File: config.mk
export PLATFORM = sky130hd
export DESIGN_NAME = protected_config_register_bank
export DESIGN_NICKNAME = d
export VERILOG_FILES = /design/src/common/cfg_bank_pkg.sv /design/src/rtl/protected_config_register_bank.sv /design/src/rtl/spi_frame_slave.sv /design/src/rtl/inverse_pair_guard.sv
export SDC_FILE = /design/constraint.sdc
export NUM_CORES = 1
export LEC_CHECK = 0
export ABC_CLOCK_PERIOD_IN_PS = 6300
export BUFFER_PORTS_ARGS = -buffer_cell sky130_fd_sc_hd__buf_2
export CAP_MARGIN = 20
export CORE_ASPECT_RATIO = 2
export CORE_MARGIN = 10
export CORE_UTILIZATION = 60
export DETAILED_ROUTE_END_ITERATION = 10
export GPL_ROUTABILITY_DRIVEN = 0
export PLACE_DENSITY = 0.82
export SLEW_MARGIN = 20
export SYNTH_ARGS = -nofsm -noshare
export SYNTH_HDL_FRONTEND = slang
export SYNTH_SLANG_ARGS = --single-unit
export TNS_END_PERCENT = 50
File: constraint.sdc
create_clock -name clk_sys -period 6.3 [get_ports clk_sys]
set_clock_uncertainty 0.15 [all_clocks]
set_input_delay 0 -clock clk_sys [delete_from_list [all_inputs] [get_ports clk_sys]]
set_output_delay 0 -clock clk_sys [all_outputs]
set_load 0.02 [all_outputs]
File: src/common/cfg_bank_pkg.sv
// constants shared by the protected configuration register bank
// Contract
// - writable open-span code in bits 6:0, code n gives n*50 cycles, zero gives 50
// - mirror bits 7:4 show the active error threshold, 0 to 15
// - mirror bit 3 shows whether the watchdog really runs
// - mirror bit 1 shows trigger source: 0 pin, 1 serial service command
// - mirror bit 0 shows tick period: 0 is 10 us, 1 is 100 us
// - closed-span mirror in bits 6:0, code n gives n*50 cycles
// - open-span mirror in bits 6:0, same coding as the writable open span
// - protected settings are written only while the protection key is open; state control changes only through the two-register inverted procedure
// - state control bits 7..4 request monitor two, monitor one, step-up, post regulator
// - state request bits 2:0: 1 active, 3 disabled, 7 locked, others reserved
// - inverse register at 0x35 must receive the bitwise inverse as second write
// - serial service writes bit 0 of command register, bit 7 records serial service
package cfg_bank_pkg;
  // register addresses
  localparam logic [6:0] ADDR_SETTINGS_MIRROR = 7'h07;
  localparam logic [6:0] ADDR_CLOSED_MIRROR   = 7'h09;
  localparam logic [6:0] ADDR_OPEN_CFG        = 7'h0A;
  localparam logic [6:0] ADDR_OPEN_MIRROR     = 7'h0B;
  localparam logic [6:0] ADDR_SVC_CMD         = 7'h33;
  localparam logic [6:0] ADDR_STATE_CTL       = 7'h34;
  localparam logic [6:0] ADDR_STATE_CTL_INV   = 7'h35;
  // reset values
  localparam logic [7:0] RST_SETTINGS  = 8'h9B;
  localparam logic [6:0] RST_CLOSED    = 7'h46;
  localparam logic [6:0] RST_OPEN      = 7'h78;
  localparam logic [7:0] RST_STATE_CTL = 8'h00;
  localparam logic [2:0] SPI_PIN_IDLE  = 3'h2;
  // masks of used bits
  localparam logic [7:0] SETTINGS_USED  = 8'hFB;
  localparam logic [7:0] STATE_CTL_USED = 8'hF7;
  // field positions
  localparam int THR_HI    = 7;
  localparam int THR_LO    = 4;
  localparam int EN_BIT    = 3;
  localparam int TSEL_BIT  = 1;
  localparam int CYC_BIT   = 0;
  localparam int MON2_BIT  = 7;
  localparam int MON1_BIT  = 6;
  localparam int BOOST_BIT = 5;
  localparam int POST_BIT  = 4;
  localparam int STATE_HI  = 2;
  localparam int PULSE_BIT = 0;
  localparam int SEEN_BIT  = 7;
  // serial frame layout: write flag, 7-bit address, 8-bit data
  localparam logic [4:0] ADDR_LAST_BIT = 5'h07;
  localparam logic [4:0] DATA_FIRST    = 5'h08;
  localparam logic [4:0] FRAME_BITS    = 5'h10;
  // timing
  localparam int         CLK_PERIOD_NS = 5;
  localparam int         TICK_FAST_US  = 10;
  localparam int         TICK_SLOW_US  = 100;
  localparam int         TICK_FAST_CYC = TICK_FAST_US * 1000 / CLK_PERIOD_NS;
  localparam int         TICK_SLOW_CYC = TICK_SLOW_US * 1000 / CLK_PERIOD_NS;
  localparam logic [12:0] SPAN_STEP    = 13'h0032;
  // state request codes
  typedef enum logic [2:0] {
    STATE_ACTIVE   = 3'h1,
    STATE_DISABLED = 3'h3,
    STATE_LOCKED   = 3'h7
  } state_req_e;
endpackage

File: src/rtl/protected_config_register_bank.sv
// protected watchdog and device-state configuration register bank
`timescale 1ns/1ps
`default_nettype none
module protected_config_register_bank #(
  parameter int unsigned TICK_SLOW_CYCLES = cfg_bank_pkg::TICK_SLOW_CYC  // cycles of the slow tick
) (
  input  wire logic       clk_sys,              // system clock, 200 MHz
  input  wire logic       rst_n,                // async reset, active low
  input  wire logic       ce,                   // clock enable
  input  wire logic       sclk,                 // serial clock pin
  input  wire logic       cs_n,                 // chip select pin, active low
  input  wire logic       mosi,                 // serial data in pin
  output logic            miso,                 // serial data out
  output logic            miso_oe,              // miso output enable
  input  wire logic       wd_trigger_pin,       // external watchdog trigger pin
  input  wire logic       cfg_unlocked,         // protection key open
  input  wire logic [7:0] settings_cfg,         // pending watchdog settings
  input  wire logic [6:0] closed_cfg,           // pending closed-span code
  input  wire logic       cfg_apply,            // take pending config as active
  output logic [3:0]      wd_error_threshold,   // active error threshold
  output logic            wd_enable_status,     // watchdog running
  output logic            wd_trigger_source,    // 1 serial, 0 pin
  output logic            wd_tick_period,       // 1 slow tick, 0 fast tick
  output logic [12:0]     open_span_len,        // open span in ticks
  output logic [12:0]     closed_span_len,      // closed span in ticks
  output logic            wd_tick,              // one tick pulse
  output logic            wd_service,           // watchdog service pulse
  output logic            monitor_two_request,  // monitor two enable
  output logic            monitor_one_request,  // monitor one enable
  output logic            step_up_request,      // step-up enable
  output logic            post_reg_request,     // post regulator enable
  output logic [2:0]      state_request_field,  // state request code
  output logic            req_active,           // active requested
  output logic            req_disabled,         // disabled requested
  output logic            req_locked            // locked requested
);
  import cfg_bank_pkg::*;
  localparam logic [14:0] FAST_LIM = 15'(TICK_FAST_CYC - 1);
  localparam logic [14:0] SLOW_LIM = 15'(TICK_SLOW_CYCLES - 1);

  logic [6:0]  addr;
  logic [7:0]  wr_data;
  logic        wr_pulse;
  logic [7:0]  rd_data;
  logic        commit;
  logic [7:0]  commit_data;
  logic [6:0]  open_cfg;
  logic [7:0]  act_settings;
  logic [6:0]  act_closed;
  logic [6:0]  act_open;
  logic [7:0]  state_ctl;
  logic        serial_service_seen;
  logic [14:0] tick_cnt;
  logic [14:0] tick_lim;
  logic [6:0]  next_open_code;
  logic        serial_hit;
  logic        trg_s1;
  logic        trg_s2;
  logic        trg_s3;
  logic        trg_filt;
  logic        trg_filt_d;
  logic        pin_rise;
  logic [15:0] gap;
  logic        gap_ok;

  spi_frame_slave u_spi (
    .clk_sys  (clk_sys),
    .rst_n    (rst_n),
    .ce       (ce),
    .sclk     (sclk),
    .cs_n     (cs_n),
    .mosi     (mosi),
    .rd_data  (rd_data),
    .miso     (miso),
    .miso_oe  (miso_oe),
    .addr     (addr),
    .wr_data  (wr_data),
    .wr_pulse (wr_pulse)
  );

  inverse_pair_guard #(
    .PRIMARY_ADDR (ADDR_STATE_CTL),
    .INVERSE_ADDR (ADDR_STATE_CTL_INV)
  ) u_guard (
    .clk_sys     (clk_sys),
    .rst_n       (rst_n),
    .ce          (ce),
    .wr_pulse    (wr_pulse),
    .wr_addr     (addr),
    .wr_data     (wr_data),
    .commit      (commit),
    .commit_data (commit_data)
  );

  // writable open span: protected, only taken while the key is open; bit 7 dropped
  always_ff @(posedge clk_sys or negedge rst_n) begin
    if (!rst_n) begin
      open_cfg <= RST_OPEN;
    end else if (ce && wr_pulse && addr == ADDR_OPEN_CFG && cfg_unlocked) begin
      open_cfg <= wr_data[6:0];
    end
  end

  // active copies; mirrors change only on apply, never by a write
  always_ff @(posedge clk_sys or negedge rst_n) begin
    if (!rst_n) begin
      act_settings <= RST_SETTINGS;
      act_closed   <= RST_CLOSED;
      act_open     <= RST_OPEN;
    end else if (ce && cfg_apply) begin
      act_settings <= settings_cfg & SETTINGS_USED;
      act_closed   <= closed_cfg;
      act_open     <= open_cfg;
    end
  end

  assign wd_error_threshold = act_settings[THR_HI:THR_LO];
  assign wd_enable_status   = act_settings[EN_BIT];
  assign wd_trigger_source  = act_settings[TSEL_BIT];
  assign wd_tick_period     = act_settings[CYC_BIT];

  // span lengths in ticks; open code zero is floored to one step
  assign next_open_code = (act_open == 7'h00) ? 7'h01 : act_open;
  always_ff @(posedge clk_sys or negedge rst_n) begin
    if (!rst_n) begin
      open_span_len   <= 13'h0000;
      closed_span_len <= 13'h0000;
    end else if (ce) begin
      open_span_len   <= 13'({6'h00, next_open_code} * SPAN_STEP);
      closed_span_len <= 13'({6'h00, act_closed} * SPAN_STEP);
    end
  end

  // tick generator; period follows the active tick selection
  assign tick_lim = wd_tick_period ? SLOW_LIM : FAST_LIM;
  always_ff @(posedge clk_sys or negedge rst_n) begin
    if (!rst_n) begin
      tick_cnt <= 15'h0000;
      wd_tick  <= 1'b0;
    end else if (ce) begin
      if (!wd_enable_status) begin
        tick_cnt <= 15'h0000;
        wd_tick  <= 1'b0;
      end else if (tick_cnt >= tick_lim) begin
        tick_cnt <= 15'h0000;
        wd_tick  <= 1'b1;
      end else begin
        tick_cnt <= tick_cnt + 15'h0001;
        wd_tick  <= 1'b0;
      end
    end
  end

  // trigger pin crosses in three stages; the first stage feeds only the second
  always_ff @(posedge clk_sys or negedge rst_n) begin
    if (!rst_n) begin
      trg_s1     <= 1'b0;
      trg_s2     <= 1'b0;
      trg_s3     <= 1'b0;
      trg_filt   <= 1'b0;
      trg_filt_d <= 1'b0;
    end else if (ce) begin
      trg_s1     <= wd_trigger_pin;
      trg_s2     <= trg_s1;
      trg_s3     <= trg_s2;
      trg_filt   <= (trg_s2 == trg_s3) ? trg_s3 : trg_filt;
      trg_filt_d <= trg_filt;
    end
  end
  assign pin_rise   = trg_filt & ~trg_filt_d;
  assign serial_hit = wr_pulse && addr == ADDR_SVC_CMD && wr_data[PULSE_BIT] && wd_trigger_source;

  // service: only the selected source counts; a serial hit sets the record, a pin hit clears it
  always_ff @(posedge clk_sys or negedge rst_n) begin
    if (!rst_n) begin
      wd_service          <= 1'b0;
      serial_service_seen <= 1'b0;
    end else if (ce) begin
      wd_service <= wd_trigger_source ? serial_hit : pin_rise;
      if (serial_hit) begin
        serial_service_seen <= 1'b1;
      end else if (pin_rise && !wd_trigger_source) begin
        serial_service_seen <= 1'b0;
      end
    end
  end

  // state control only changes through the guarded pair; bit 3 stays zero
  always_ff @(posedge clk_sys or negedge rst_n) begin
    if (!rst_n) begin
      state_ctl <= RST_STATE_CTL;
    end else if (ce && commit) begin
      state_ctl <= commit_data & STATE_CTL_USED;
    end
  end

  assign monitor_two_request = state_ctl[MON2_BIT];
  assign monitor_one_request = state_ctl[MON1_BIT];
  assign step_up_request     = state_ctl[BOOST_BIT];
  assign post_reg_request    = state_ctl[POST_BIT];
  assign state_request_field = state_ctl[STATE_HI:0];

  // decoded state requests; reserved codes raise nothing
  always_ff @(posedge clk_sys or negedge rst_n) begin
    if (!rst_n) begin
      req_active   <= 1'b0;
      req_disabled <= 1'b0;
      req_locked   <= 1'b0;
    end else if (ce) begin
      req_active   <= (state_ctl[STATE_HI:0] == STATE_ACTIVE);
      req_disabled <= (state_ctl[STATE_HI:0] == STATE_DISABLED);
      req_locked   <= (state_ctl[STATE_HI:0] == STATE_LOCKED);
    end
  end

  // read mux, registered; unused bits and unmapped addresses read zero
  always_ff @(posedge clk_sys or negedge rst_n) begin
    if (!rst_n) begin
      rd_data <= 8'h00;
    end else if (ce) begin
      case (addr)
        ADDR_SETTINGS_MIRROR: rd_data <= act_settings;
        ADDR_CLOSED_MIRROR:   rd_data <= {1'b0, act_closed};
        ADDR_OPEN_CFG:        rd_data <= {1'b0, open_cfg};
        ADDR_OPEN_MIRROR:     rd_data <= {1'b0, act_open};
        ADDR_SVC_CMD:         rd_data <= {serial_service_seen, 7'h00};
        ADDR_STATE_CTL:       rd_data <= state_ctl;
        default:              rd_data <= 8'h00;
      endcase
    end
  end

  // helper: enable cycles between ticks while the period is steady
  always_ff @(posedge clk_sys or negedge rst_n) begin
    if (!rst_n) begin
      gap    <= 16'h0000;
      gap_ok <= 1'b0;
    end else if (ce) begin
      gap <= wd_tick ? 16'h0001 : gap + 16'h0001;
      if (cfg_apply || !wd_enable_status) begin
        gap_ok <= 1'b0;
      end else if (wd_tick) begin
        gap_ok <= 1'b1;
      end
    end
  end

  // guards; reset is left out through disable iff, frozen cycles through ce, except a_state_ctl_guard, which also checks them
  a_open_cfg_locked: assert property (@(posedge clk_sys) disable iff (!rst_n)
    ce && wr_pulse && addr == ADDR_OPEN_CFG && !cfg_unlocked |=> $stable(open_cfg))
    else $error("locked open span was written");

  a_open_cfg_write: assert property (@(posedge clk_sys) disable iff (!rst_n)
    ce && wr_pulse && addr == ADDR_OPEN_CFG && cfg_unlocked |=> open_cfg == $past(wr_data[6:0]))
    else $error("unlocked open span write lost");

  a_open_len_floor: assert property (@(posedge clk_sys) disable iff (!rst_n)
    ce |=> open_span_len == (($past(act_open) == 7'h00) ? SPAN_STEP : 13'($past(act_open) * SPAN_STEP)))
    else $error("open span length wrong");

  a_closed_len_step: assert property (@(posedge clk_sys) disable iff (!rst_n)
    ce |=> closed_span_len == 13'($past(act_closed) * SPAN_STEP))
    else $error("closed span length wrong");

  a_mirror_apply: assert property (@(posedge clk_sys) disable iff (!rst_n)
    ce && cfg_apply |=> act_settings == ($past(settings_cfg) & SETTINGS_USED))
    else $error("settings mirror not applied");

  a_tick_off: assert property (@(posedge clk_sys) disable iff (!rst_n)
    ce && !wd_enable_status |=> !wd_tick)
    else $error("tick while watchdog disabled");

  a_tick_spacing: assert property (@(posedge clk_sys) disable iff (!rst_n)
    ce && wd_tick && gap_ok |-> gap == 16'(tick_lim) + 16'h0001)
    else $error("tick spacing does not match period");

  a_serial_service: assert property (@(posedge clk_sys) disable iff (!rst_n)
    ce && serial_hit |=> wd_service && serial_service_seen)
    else $error("serial service not taken");

  a_pin_ignored: assert property (@(posedge clk_sys) disable iff (!rst_n)
    ce && wd_trigger_source && !serial_hit |=> !wd_service)
    else $error("service from unselected source");

  a_pin_service: assert property (@(posedge clk_sys) disable iff (!rst_n)
    ce && pin_rise && !wd_trigger_source |=> wd_service)
    else $error("pin service not taken");

  a_seen_clear: assert property (@(posedge clk_sys) disable iff (!rst_n)
    ce && pin_rise && !wd_trigger_source |=> !serial_service_seen)
    else $error("serial service record not cleared by pin");

  a_state_ctl_guard: assert property (@(posedge clk_sys) disable iff (!rst_n)
    !(ce && commit) |=> $stable(state_ctl))
    else $error("state control changed without procedure");

  a_state_commit: assert property (@(posedge clk_sys) disable iff (!rst_n)
    ce && commit |=> state_ctl == ($past(commit_data) & STATE_CTL_USED))
    else $error("committed state control value wrong");

  a_state_decode: assert property (@(posedge clk_sys) disable iff (!rst_n)
    ce |=> req_locked == ($past(state_ctl[STATE_HI:0]) == STATE_LOCKED))
    else $error("locked request decode wrong");

  a_mirror_ro: assert property (@(posedge clk_sys) disable iff (!rst_n)
    ce && wr_pulse && addr == ADDR_OPEN_MIRROR && !cfg_apply |=> $stable(act_open))
    else $error("read-only mirror was written");
endmodule
`default_nettype wire

File: src/rtl/spi_frame_slave.sv
// serial frame receiver: pin synchronisers, shift in, read data shift out
`timescale 1ns/1ps
`default_nettype none
module spi_frame_slave (
  input  wire logic       clk_sys,  // system clock
  input  wire logic       rst_n,    // async reset, active low
  input  wire logic       ce,       // clock enable
  input  wire logic       sclk,     // serial clock pin
  input  wire logic       cs_n,     // chip select pin, active low
  input  wire logic       mosi,     // serial data in pin
  input  wire logic [7:0] rd_data,  // read data of addr
  output logic            miso,     // serial data out
  output logic            miso_oe,  // miso driven
  output logic [6:0]      addr,     // frame address
  output logic [7:0]      wr_data,  // frame data
  output logic            wr_pulse  // write frame done
);
  import cfg_bank_pkg::*;
  logic [2:0] pin_raw;
  logic [2:0] s1;
  logic [2:0] s2;
  logic [2:0] s3;
  logic [2:0] filt;
  logic [2:0] filt_d;
  logic [15:0] shift_in;
  logic [7:0]  shift_out;
  logic [4:0]  bit_cnt;
  logic        is_write;
  logic        sclk_rise;
  logic        sclk_fall;
  logic        cs_end;

  assign pin_raw = {sclk, cs_n, mosi};

  // three stages per pin; a level counts once stages two and three agree
  genvar g;
  generate
    for (g = 0; g < 3; g++) begin : g_sync
      always_ff @(posedge clk_sys or negedge rst_n) begin
        if (!rst_n) begin
          s1[g]     <= SPI_PIN_IDLE[g];
          s2[g]     <= SPI_PIN_IDLE[g];
          s3[g]     <= SPI_PIN_IDLE[g];
          filt[g]   <= SPI_PIN_IDLE[g];
          filt_d[g] <= SPI_PIN_IDLE[g];
        end else if (ce) begin
          s1[g]     <= pin_raw[g];
          s2[g]     <= s1[g];
          s3[g]     <= s2[g];
          filt[g]   <= (s2[g] == s3[g]) ? s3[g] : filt[g];
          filt_d[g] <= filt[g];
        end
      end
    end
  endgenerate

  assign sclk_rise = filt[2] & ~filt_d[2];
  assign sclk_fall = ~filt[2] & filt_d[2];
  assign cs_end    = filt[1] & ~filt_d[1];

  // shift in on rising edges; address is known after eight bits
  always_ff @(posedge clk_sys or negedge rst_n) begin
    if (!rst_n) begin
      shift_in <= 16'h0000;
      bit_cnt  <= 5'h00;
      addr     <= 7'h00;
      is_write <= 1'b0;
    end else if (ce) begin
      if (filt[1]) begin
        bit_cnt <= 5'h00;
      end else if (sclk_rise) begin
        shift_in <= {shift_in[14:0], filt[0]};
        bit_cnt  <= bit_cnt + 5'h01;
        if (bit_cnt == ADDR_LAST_BIT) begin
          addr     <= {shift_in[5:0], filt[0]};
          is_write <= shift_in[6];
        end
      end
    end
  end

  // writes act only at the end of a frame of 16 bits, or 16 plus a multiple of 32 as bit_cnt wraps; other frames are dropped
  always_ff @(posedge clk_sys or negedge rst_n) begin
    if (!rst_n) begin
      wr_pulse <= 1'b0;
      wr_data  <= 8'h00;
    end else if (ce) begin
      wr_pulse <= cs_end && is_write && (bit_cnt == FRAME_BITS);
      if (cs_end) begin
        wr_data <= shift_in[7:0];
      end
    end
  end

  // read data go out on falling edges of the data half
  always_ff @(posedge clk_sys or negedge rst_n) begin
    if (!rst_n) begin
      shift_out <= 8'h00;
      miso      <= 1'b0;
      miso_oe   <= 1'b0;
    end else if (ce) begin
      miso_oe <= ~filt[1];
      if (filt[1]) begin
        miso <= 1'b0;
      end else if (sclk_fall && bit_cnt == DATA_FIRST) begin
        miso      <= rd_data[7];
        shift_out <= {rd_data[6:0], 1'b0};
      end else if (sclk_fall && bit_cnt > DATA_FIRST) begin
        miso      <= shift_out[7];
        shift_out <= {shift_out[6:0], 1'b0};
      end
    end
  end
endmodule
`default_nettype wire

File: src/rtl/inverse_pair_guard.sv
// two-write protection: a value commits only when its inverse follows at once
`timescale 1ns/1ps
`default_nettype none
module inverse_pair_guard #(
  parameter logic [6:0] PRIMARY_ADDR = 7'h00,  // first half address
  parameter logic [6:0] INVERSE_ADDR = 7'h01   // second half address
) (
  input  wire logic       clk_sys,     // system clock
  input  wire logic       rst_n,       // async reset, active low
  input  wire logic       ce,          // clock enable
  input  wire logic       wr_pulse,    // write strobe
  input  wire logic [6:0] wr_addr,     // write address
  input  wire logic [7:0] wr_data,     // write data
  output logic            commit,      // one-cycle commit
  output logic [7:0]      commit_data  // value to commit
);
  import cfg_bank_pkg::*;
  logic       armed;
  logic [7:0] pending;
  logic       match;

  assign match = wr_pulse && (wr_addr == INVERSE_ADDR) && armed && (wr_data == ~pending);

  // any write other than the first half disarms, so a stray sequence cannot commit
  always_ff @(posedge clk_sys or negedge rst_n) begin
    if (!rst_n) begin
      armed   <= 1'b0;
      pending <= RST_STATE_CTL;
    end else if (ce && wr_pulse) begin
      armed <= (wr_addr == PRIMARY_ADDR);
      if (wr_addr == PRIMARY_ADDR) begin
        pending <= wr_data;
      end
    end
  end

  // commit only on an exact inverse
  always_ff @(posedge clk_sys or negedge rst_n) begin
    if (!rst_n) begin
      commit      <= 1'b0;
      commit_data <= RST_STATE_CTL;
    end else if (ce) begin
      commit <= match;
      if (match) begin
        commit_data <= pending;
      end
    end
  end

  a_inverse_commit: assert property (@(posedge clk_sys) disable iff (!rst_n)
    ce && match |=> commit && (commit_data == $past(pending)))
    else $error("inverse write did not commit pending value");
endmodule
`default_nettype wire

======== Word level (Yosys, flattened, before mapping) ========
Index checks and enable logic that the tools add are counted.
word-level totals
  bits in registers ....................... 165
  bits of input ports ..................... 24
  output and inout bits ................... 47
  word-level logic and storage cells ...... 133
operators by class
  add/subtract/negate cells ............... 2
  multiply operators ...................... 2
  magnitude comparators ................... 2
  equal/unequal tests ..................... 18
  muxes and demuxes ....................... 17
  bitwise logic cells ..................... 10
  reduce and logical (&&, ||, !) cells .... 35
operators by type and width
  cell                                                  number
  case mux 8 bit (6 select lines)                       1
  2-to-1 mux 15 bit                                     3
  multiplier 7 x 5 -> 12 bit (second input constant)    2
  equality test 7 x 4 -> 1 bit (second input constant)  3
  equality test 7 x 6 -> 1 bit (second input constant)  3
  AND reduction 2 bit                                   10
  logical AND 1 bit                                     16
  2-to-1 mux 8 bit                                      2
  adder 15 x 1 -> 15 bit (second input constant)        1
  greater-or-equal comparator 15 bit                    1
  2-to-1 mux 5 bit                                      2
  equality test 8 bit                                   1
  2-to-1 mux 1 bit                                      8
  NOT 8 bit                                             1
  equality test 7 x 3 -> 1 bit (second input constant)  1
  logical NOT 7 bit                                     1
  2-to-1 mux 7 bit                                      1
  AND reduction 3 bit                                   2
  nonzero test 2 bit                                    3
  adder 5 x 1 -> 5 bit (second input constant)          1
  equality test 5 x 3 -> 1 bit (second input constant)  1
  equality test 5 x 4 -> 1 bit (second input constant)  1
  equality test 5 bit (second input constant)           1
  > comparator 5 x 4 -> 1 bit (second input constant)   1
  other kinds (9)                                       19

======== Depth between registers and ports, before layout ========
Gate-level depths: netlist of the first run.
  depth after elaboration ................. 6
  mapped depth ............................ 13
  depth with buffers taken out ............ 13

======== Cells and area by module ========
From an unflattened synthesis of the first run, not the netlist that was laid out.
second synthesis, totals
  cell total of the unflattened synthesis .. 730
  area, all modules ....................... 8593.2 µm²
by module, submodules not included
  module                          times used  cells an instance  area an instance (µm²)  sequential area each (µm²)
  protected_config_register_bank  1           503                5511.5                  2347.3
  spi_frame_slave                 1           172                2258.4                  1332.5
  inverse_pair_guard              1           55                 823.3                   450.4

======== Worst setup path before layout of the first run ========
OpenSTA, ideal clock, no wires.
  path type ............................... reg2reg
  start ................................... register act_open[3]
  end ..................................... register open_span_len[10]
  setup time .............................. 0.120 ns
  arrival time ............................ 3.193 ns
  data required time ...................... 6.030 ns
  slack ................................... 2.837 ns
  stages on the path, launching flop included .. 14
  path buffers ............................ 0
  period minus slack after synthesis ...... 3.463 ns
  cells stage by stage .................... dfstp_2 -> inv_1 -> ha_1 -> nand4_1 -> and2_1 -> ha_1 -> ha_1 -> ha_1 -> ha_1 -> a21oi_1 -> o21ai_0 -> o21a_1 -> or3_1 -> a31o_2
on the way
  word-level cells in the longest chain between the ends .. 3
RTL lines
  item                        RTL line                               source
  start, declared             protected_config_register_bank.sv:50   logic [6:0] act_open;
  start signal, assigned      protected_config_register_bank.sv:113  act_open <= open_cfg;
  logical NOT 7 bit           protected_config_register_bank.sv:123  assign next_open_code = (act_open == 7'h00) ? 7'h01 : act_open;
  2-to-1 mux 7 bit            protected_config_register_bank.sv:123
  via next_open_code[2]       protected_config_register_bank.sv:55   logic [6:0] next_open_code;
  multiplier 7 x 5 -> 12 bit  protected_config_register_bank.sv:129  open_span_len <= 13'({6'h00, next_open_code} * SPAN_STEP);
  end signal, assigned        protected_config_register_bank.sv:129
  end, declared               protected_config_register_bank.sv:24   output logic [12:0] open_span_len,
The timed path passes the listed nets, and every way through them passes these cells.
A chain may end at the register's enable or synchronous reset.

======== Final worst setup path of the first run ========
Ends and elaborated chain as after synthesis.

==> reports/metrics.csv, run 1 <==
metric;value;unit
DR pass1 iterations;5;
placed insts;943;
die area;19400;sq um
final worst-path cycle share;61.3;%
Max IR drop VDD;0.276;mV
CTS Sinks;163;
P&R area growth vs syn;15.2;%
Flop pwr share;44.9;%
Final Non-Filler Cells;996;
cell count after synthesis;711;
Slew @ Worst Pin;0.986;ns
EDFF count, synth;0;
Synth area leader;dfrtp_1;
largest net degree at the start of global routing;91;
Top Ports;71;
Final Setup Violations;0;
clk_lat worst skew;0.43;ns
register area share after synthesis;48.8;%
switching share of power;30.7;%
CP required;6.47;ns
count leader, synth;dfrtp_1;
r2r setup slk;2.44;ns
Clock Power Share;33.9;%
Bufs on Longest Clock Path;2;
maxcap violations;0;
vias per cell;6.20;
Avg Inst Size Synth;11.8;sq um
P_sw;0.918;mW
DR vias;6172;
Post-synth ARST share;100;%
Internal;2.08;mW
Static Leak;4.59;nW
outcome;completed;
largest cells by area after synthesis;dfrtp_1 (42%), mux2_2 (13%), ha_1 (8.5%), dfstp_2 (6.6%), nand2_1 (2.2%);
Antenna Violating Nets Remaining;0;
Yosys reg bits;163;
Die X-Extent;104;microns
register area;4110;sq um
Post-CTS Setup Inserts;0;
share of layout cells above drive strength 1;28.6;%
Nets;879;
PortBufs;67;
mean routed wirelength per cell;20.4;microns
initial antenna violation count;0;
Reg clk slew, reported paths;0.07;ns
Worst setup SP type;register;
Fillers;931;
yosys warns;0;
R2R depth;13;
most instantiated cells after synthesis;dfrtp_1 (142), mux2_2 (98), ha_1 (57);
synthesized area;8400;sq um
Tmin final;3.86;ns
TritonCTS clock tree;yes;
Max Slew Vio Count;0;
combinational power share;21.2;%
Iter 0 DRT Violations;358;
CP Data Arrival Time;4.04;ns
Yosys cell types;61;
Row Count;61;
total global routing track utilization;21.2;%
initial core utilization;60.8;%
Cell Pwr Density;309;nW/um^2
Max-slew headroom;34.1;%
Worst R2R Start;act_open[3];
RSZ-0062 raised after global routing;no;
Reg-to-Reg End;open_span_len[10];
drt total wl;20.4;mm
grt ovf;0;
vias in the first global route;6656;
ANT cells;0;
final hold violation count;0;
Setup TNS;0;ns
top cell type's share of synthesized area;42.3;%
f_max;0.259;GHz
Worst setup EP type;register;
Core Footprint;13800;sq um
Hold WC Path Type;in -> async;
Multi-input gate area;4090;sq um
Die Ht;187;microns
placed wire-length estimate;14.3;mm
CTS Buf Count;17;
Remaining DRCs;0;
Setup CP Type;reg -> reg;
dominant synthesized flop cell;dfrtp_1;
H-tree levels;4;
critical-path maximum fanout;7;
root buffer cell;clkbuf_16;
first-pass GRT wire length;33.7;mm
==> cell usage in the layout, fill, tap and decap left out, drive strengths merged, types with 4 or more instances in the layout <==
cell type / netlist / layout
a22o: 10 / 10
nor2: 32 / 32
clkinv: 0 / 5
nand4b: 6 / 6
xnor2: 12 / 12
xor2: 5 / 5
o211ai: 4 / 4
a221oi: 7 / 7
o2bb2ai: 19 / 19
nor3: 9 / 9
a21o: 6 / 6
dlygate4sd3: 0 / 21
mux2i: 11 / 11
dfstp: 21 / 21
o31ai: 10 / 10
nand3: 19 / 19
a41o: 4 / 4
a21oi: 17 / 17
clkbuf: 23 / 20
inv: 29 / 31
dfrtp: 142 / 142
and2: 6 / 6
nand4: 6 / 6
nand3b: 7 / 7
nand2: 51 / 51
fa: 4 / 4
ha: 57 / 57
nor2b: 11 / 11
buf: 5 / 70
nor3b: 4 / 4
nor4: 10 / 10
mux2: 98 / 98
a31oi: 8 / 8
o21ai: 23 / 23
==> cells by family (layout without fill, tap and decap cells) <==
group / count (synthesis) / count (layout) / share of synthesized area, %
adders and majority gates: 61 / 61 / 9.44
xor gates and xnor gates: 17 / 17 / 1.77
AOI/OAI and AO/OA: 127 / 127 / 11.0
DFF: 163 / 163 / 48.8
and+or+nand+nor: 176 / 176 / 11.8
buffers and inverters: 57 / 152 / 2.66
other: 1 / 2 / 0.0446
muxes: 109 / 109 / 14.4
==> critical path, stage by stage (launching register included) <==
cell and delay (ns):
dfstp_2 0.62, inv_1 0.09, ha_1 0.18, nand4_1 0.20, and2_1 0.20, ha_1 0.24
ha_1 0.30, ha_1 0.33, ha_1 0.31, a21oi_1 0.17, o21ai_0 0.18, o21a_1 0.22
or3_1 0.31, a31o_2 0.25
==> state kept, by name (all words and copies together) (netlist names), 5 cells and up <==
| signal | cells |
|---|---|
| tick_cnt | 15 |
| u_spi.wr_data | 8 |
| u_spi.shift_in | 8 |
| rd_data | 8 |
| u_spi.addr | 7 |
| open_span_len | 12 |
| act_open | 7 |
| u_guard.pending | 8 |
| act_closed | 7 |
| act_settings | 7 |
| open_cfg | 7 |
| u_spi.shift_out | 7 |
| closed_span_len | 12 |
| u_guard.commit_data | 7 |
| u_spi.bit_cnt | 5 |
| state_ctl | 7 |
==> timing repair <==
action,in CTS,in global routing
resized for setup,0,0
hold buffers,21,0
hold endpoints to repair,126,0
setup endpoints to repair,0,0
==> per-stage QoR <==
stage	hold WS (ns)	worst slack, ns	utilization, %	total power [mW]	instance area, sq um
finish	0.0433	2.44	70.1	2.99	9680
global route	0.143	2.23	70.1	3.13	9680
CTS	0.0957	2.46	70.0	3.00	9670
detailed placement	-0.0244	2.49	64.4	1.98	8890
global placement	-0.0407	2.64	64.4	1.93	8890
floorplan	-0.446	2.84	-	1.75	8410
==> power groups by stage <==
| stage | logic (mW) | clock network (mW) | registers [mW] |
|---|---|---|---|
| after floorplan | 0.399 | 0 | 1.35 |
| after global placement | 0.590 | 0 | 1.34 |
| after detailed placement | 0.619 | 0 | 1.36 |
| after CTS | 0.637 | 1.02 | 1.34 |
| after global routing | 0.704 | 1.06 | 1.36 |
| final | 0.634 | 1.02 | 1.34 |
==> layout make-up <==
type / count / share of cell area (%)
multi-input cells: 492 / 42.2
clock inverters: 12 / 1.37
inverters: 29 / 1.12
well taps: 189 / 2.44
clock buffers: 20 / 4.51
flip-flops and latches: 163 / 42.4
repair buffers: 91 / 5.93
==> worst max-delay path by stage <==
| stage | startpoint | endpoint | slack, ns | depth (start not counted) |
|---|---|---|---|---|
| after floorplan | act_open[3] | open_span_len[10] | 2.84 | 13 |
| after global placement | act_open[3] | open_span_len[10] | 2.64 | 13 |
| after detailed placement | act_open[3] | open_span_len[10] | 2.49 | 13 |
| after CTS | act_open[3] | open_span_len[10] | 2.46 | 13 |
| after global routing | act_open[3] | open_span_len[10] | 2.23 | 13 |
| final | act_open[3] | open_span_len[10] | 2.44 | 13 |
==> per-layer routing <==
layer | GRT usage (%) | vias up | share of wire (%)
li1 | - | 2777 | -
met1 | 21.3 | 3096 | 36
met2 | 38.8 | 219 | 54
met3 | 4.07 | 80 | 4.4
met4 | 13.6 | 0 | 5.7
met5 | 0 | - | 0
(Power assumes the default switching activity.)
==> inputs of run 2 (changes only) <==
--- a/config.mk
+++ b/config.mk
@@ -5,15 +5,15 @@
 export SDC_FILE = /design/constraint.sdc
 export NUM_CORES = 1
 export LEC_CHECK = 0
-export ABC_CLOCK_PERIOD_IN_PS = 6300
+export ABC_CLOCK_PERIOD_IN_PS = 3500
 export BUFFER_PORTS_ARGS = -buffer_cell sky130_fd_sc_hd__buf_2
 export CAP_MARGIN = 20
 export CORE_ASPECT_RATIO = 2
 export CORE_MARGIN = 10
-export CORE_UTILIZATION = 60
+export CORE_UTILIZATION = 54
 export DETAILED_ROUTE_END_ITERATION = 10
 export GPL_ROUTABILITY_DRIVEN = 0
-export PLACE_DENSITY = 0.82
+export PLACE_DENSITY = 0.78
 export SLEW_MARGIN = 20
 export SYNTH_ARGS = -nofsm -noshare
 export SYNTH_HDL_FRONTEND = slang
==> constraint.sdc (replaced) <==
create_clock -name clk_sys -period 3.5 [get_ports clk_sys]
set_clock_uncertainty 0.15 [all_clocks]
set_input_delay 0 -clock clk_sys [delete_from_list [all_inputs] [get_ports clk_sys]]
set_output_delay 0 -clock clk_sys [all_outputs]
set_load 0.02 [all_outputs]
==> reports/metrics.csv, run 2 (synthesized netlist as in run 1, its figures left out) <==
metric;value;unit;change
outcome;completed;;unchanged
Core Footprint;15300;sq um;was 13800 sq um
Slew @ Worst Pin;0.907;ns;was 0.986 ns
CP Data Arrival Time;3.58;ns;was 4.04 ns
Max IR drop VDD;0.639;mV;was 0.276 mV
clk_lat worst skew;0.43;ns;about the same
Nets;892;;was 879
TritonCTS clock tree;yes;;unchanged
Max Slew Vio Count;0;;unchanged
final worst-path cycle share;97.4;%;was 61.3%
root buffer cell;clkbuf_16;;unchanged
Worst setup EP type;register;;unchanged
vias per cell;6.06;;was 6.20
initial antenna violation count;0;;unchanged
CP required;3.67;ns;was 6.47 ns
share of layout cells above drive strength 1;31.0;%;was 28.6%
Hold WC Path Type;in -> async;;unchanged
P&R area growth vs syn;17.6;%;was 15.2%
Die Ht;196;microns;was 187 microns
Antenna Violating Nets Remaining;0;;unchanged
DR pass1 iterations;5;;unchanged
flip-flop count of the largest register after layout;15;;unchanged
Util after Layout;64.6;%;was 70.1%
CP top delay family;adder cells;;unchanged
Tmin final;3.41;ns;was 3.86 ns
grt ovf;0;;unchanged
Worst setup SP type;register;;unchanged
final hold violation count;0;;unchanged
vias in the first global route;6746;;was 6656
maxcap violations;0;;unchanged
leading registers by flop count;tick_cnt (15), closed_span_len (12), open_span_len (12);;unchanged
critical-path maximum fanout;4;;was 7
Iter 0 DRT Violations;361;;was 358
Setup CP Type;reg -> reg;;unchanged
Power Total;5.49;mW;was 2.99 mW
H-tree levels;4;;unchanged
CTS Buf Count;17;;unchanged
drt total wl;20.6;mm;was 20.4 mm
Max-slew headroom;39.4;%;was 34.1%
Top reg by flops;tick_cnt;;unchanged
setup ws final;0.0910;ns;was 2.44 ns
initial core utilization;54.9;%;was 60.8%
Die X-Extent;108;microns;was 104 microns
Slowest-stage cell, CP;fa_2;;was dfstp_2
die area;21300;sq um;was 19400 sq um
Remaining DRCs;0;;unchanged
Top Ports;71;;unchanged
ANT cells;0;;unchanged
slowest stage delay, CP;0.61;ns;was 0.62 ns
most frequent cells in the layout;dfrtp_1 (142), mux2_2 (98), buf_2 (66);;unchanged
Critical Path Start;act_open[3];;unchanged
Static Leak;4.68;nW;was 4.59 nW
DR vias;6164;;was 6172
mean routed wirelength per cell;20.2;microns;was 20.4 microns
commonest non-fill, non-tap cell in the layout;dfrtp_1;;unchanged
Worst path most repeated cell;ha_1;;unchanged
placed wire-length estimate;15.1;mm;was 14.3 mm
Final Non-Filler Cells;1018;;was 996
Bufs on Longest Clock Path;2;;unchanged
Worst R2R Start;act_open[3];;unchanged
worst path cell trace;inv_1, ha_1, nand4_1, and2_4, ha_1, ha_2, fa_2, ha_4, nand2_1, o21ai_2, o21a_1, or3_1, a31o_2;;was inv_1, ha_1, nand4_1, and2_1, ha_1, ha_1, ha_1, ha_1, a21oi_1, o21ai_0, o21a_1, or3_1, a31o_2
largest net degree at the start of global routing;100;;was 91
f_max;0.293;GHz;was 0.259 GHz
Reg clk slew, reported paths;0.06;ns;was 0.07 ns
CTS Sinks;163;;unchanged
Row Count;64;;was 61
buffers and inverters on the worst path;1;;unchanged
DP Worst Slack;-0.0561;ns;was 2.49 ns
total global routing track utilization;20.2;%;was 21.2%
RSZ-0062 raised after global routing;no;;unchanged
placed insts;964;;was 943
Final Setup Violations;0;;unchanged
Cell Pwr Density;555;nW/um^2;was 309 nW/um^2
first-pass GRT wire length;34.1;mm;was 33.7 mm
PortBufs;67;;unchanged
[run 2: per-layer routing]
layer	GRT usage (%)	wire length [microns]	share of wire, %	vias to the layer above
met3	3.73	797	3.9	69
met1	20.6	7380	36	3107
li1	-	-	-	2794
met4	11.9	1030	5.0	0
met2	36.5	11400	55	194
met5	0	0	0	-
[run 2: through the flow]
step / setup TNS, ns / area (sq um) / hold slack [ns]
floorplan: 0 / 8410 / -0.446
global placement: 0 / 8990 / -0.0185
detailed placement: -0.0582 / 8990 / 0.000895
CTS: 0 / 9840 / 0.137
global route: 0 / 9880 / 0.167
finish: 0 / 9880 / 0.0716
[run 2: timing repair]
| action | CTS | global route |
|---|---|---|
| pin swaps | 0 | 5 |
| hold buffers | 21 | 0 |
| setup endpoints to repair | 2 | 5 |
| resized for setup | 3 | 7 |
| hold endpoints to repair | 130 | 0 |
| setup buffers | 0 | 1 |
[run 2: final timing paths]
check / depth (start not counted) / slack (ns) / to
max: 13 / 0.09 / open_span_len[10]
min reg2reg: 1 / 0.32 / wd_tick
max in group asynchronous: 3 / 2.03 / act_closed[2]
min: 2 / 0.07 / u_spi.s3[0]
min in group clk_sys: 3 / 0.19 / act_settings[1]
max reg2reg: 13 / 0.09 / open_span_len[10]
[run 2: layout make-up]
class                           instances  area, sq um
Tap cell                              198          248
Inverter                               29          109
Fill cell                            1106         5410
Sequential cell                       163         4110
Timing Repair Buffer                  104          672
Clock inverter                         11          153
Clock buffer                           21          460
Multi-Input combinational cell        492         4130
[run 2: worst reg2reg max path: stages (launching register included)]
cell     delay, ns
dfstp_2       0.53
inv_1         0.06
ha_1          0.17
nand4_1       0.10
and2_4        0.16
ha_1          0.23
ha_2          0.20
fa_2          0.61
ha_4          0.22
nand2_1       0.08
o21ai_2       0.06
o21a_1        0.20
or3_1         0.30
a31o_2        0.24
[run 2: power by group]
part	total (mW)	internal, mW	switching (mW)
clock network	1.94	1.17	0.770
registers	2.42	2.16	0.255
logic	1.13	0.521	0.611
total	5.49	3.85	1.64
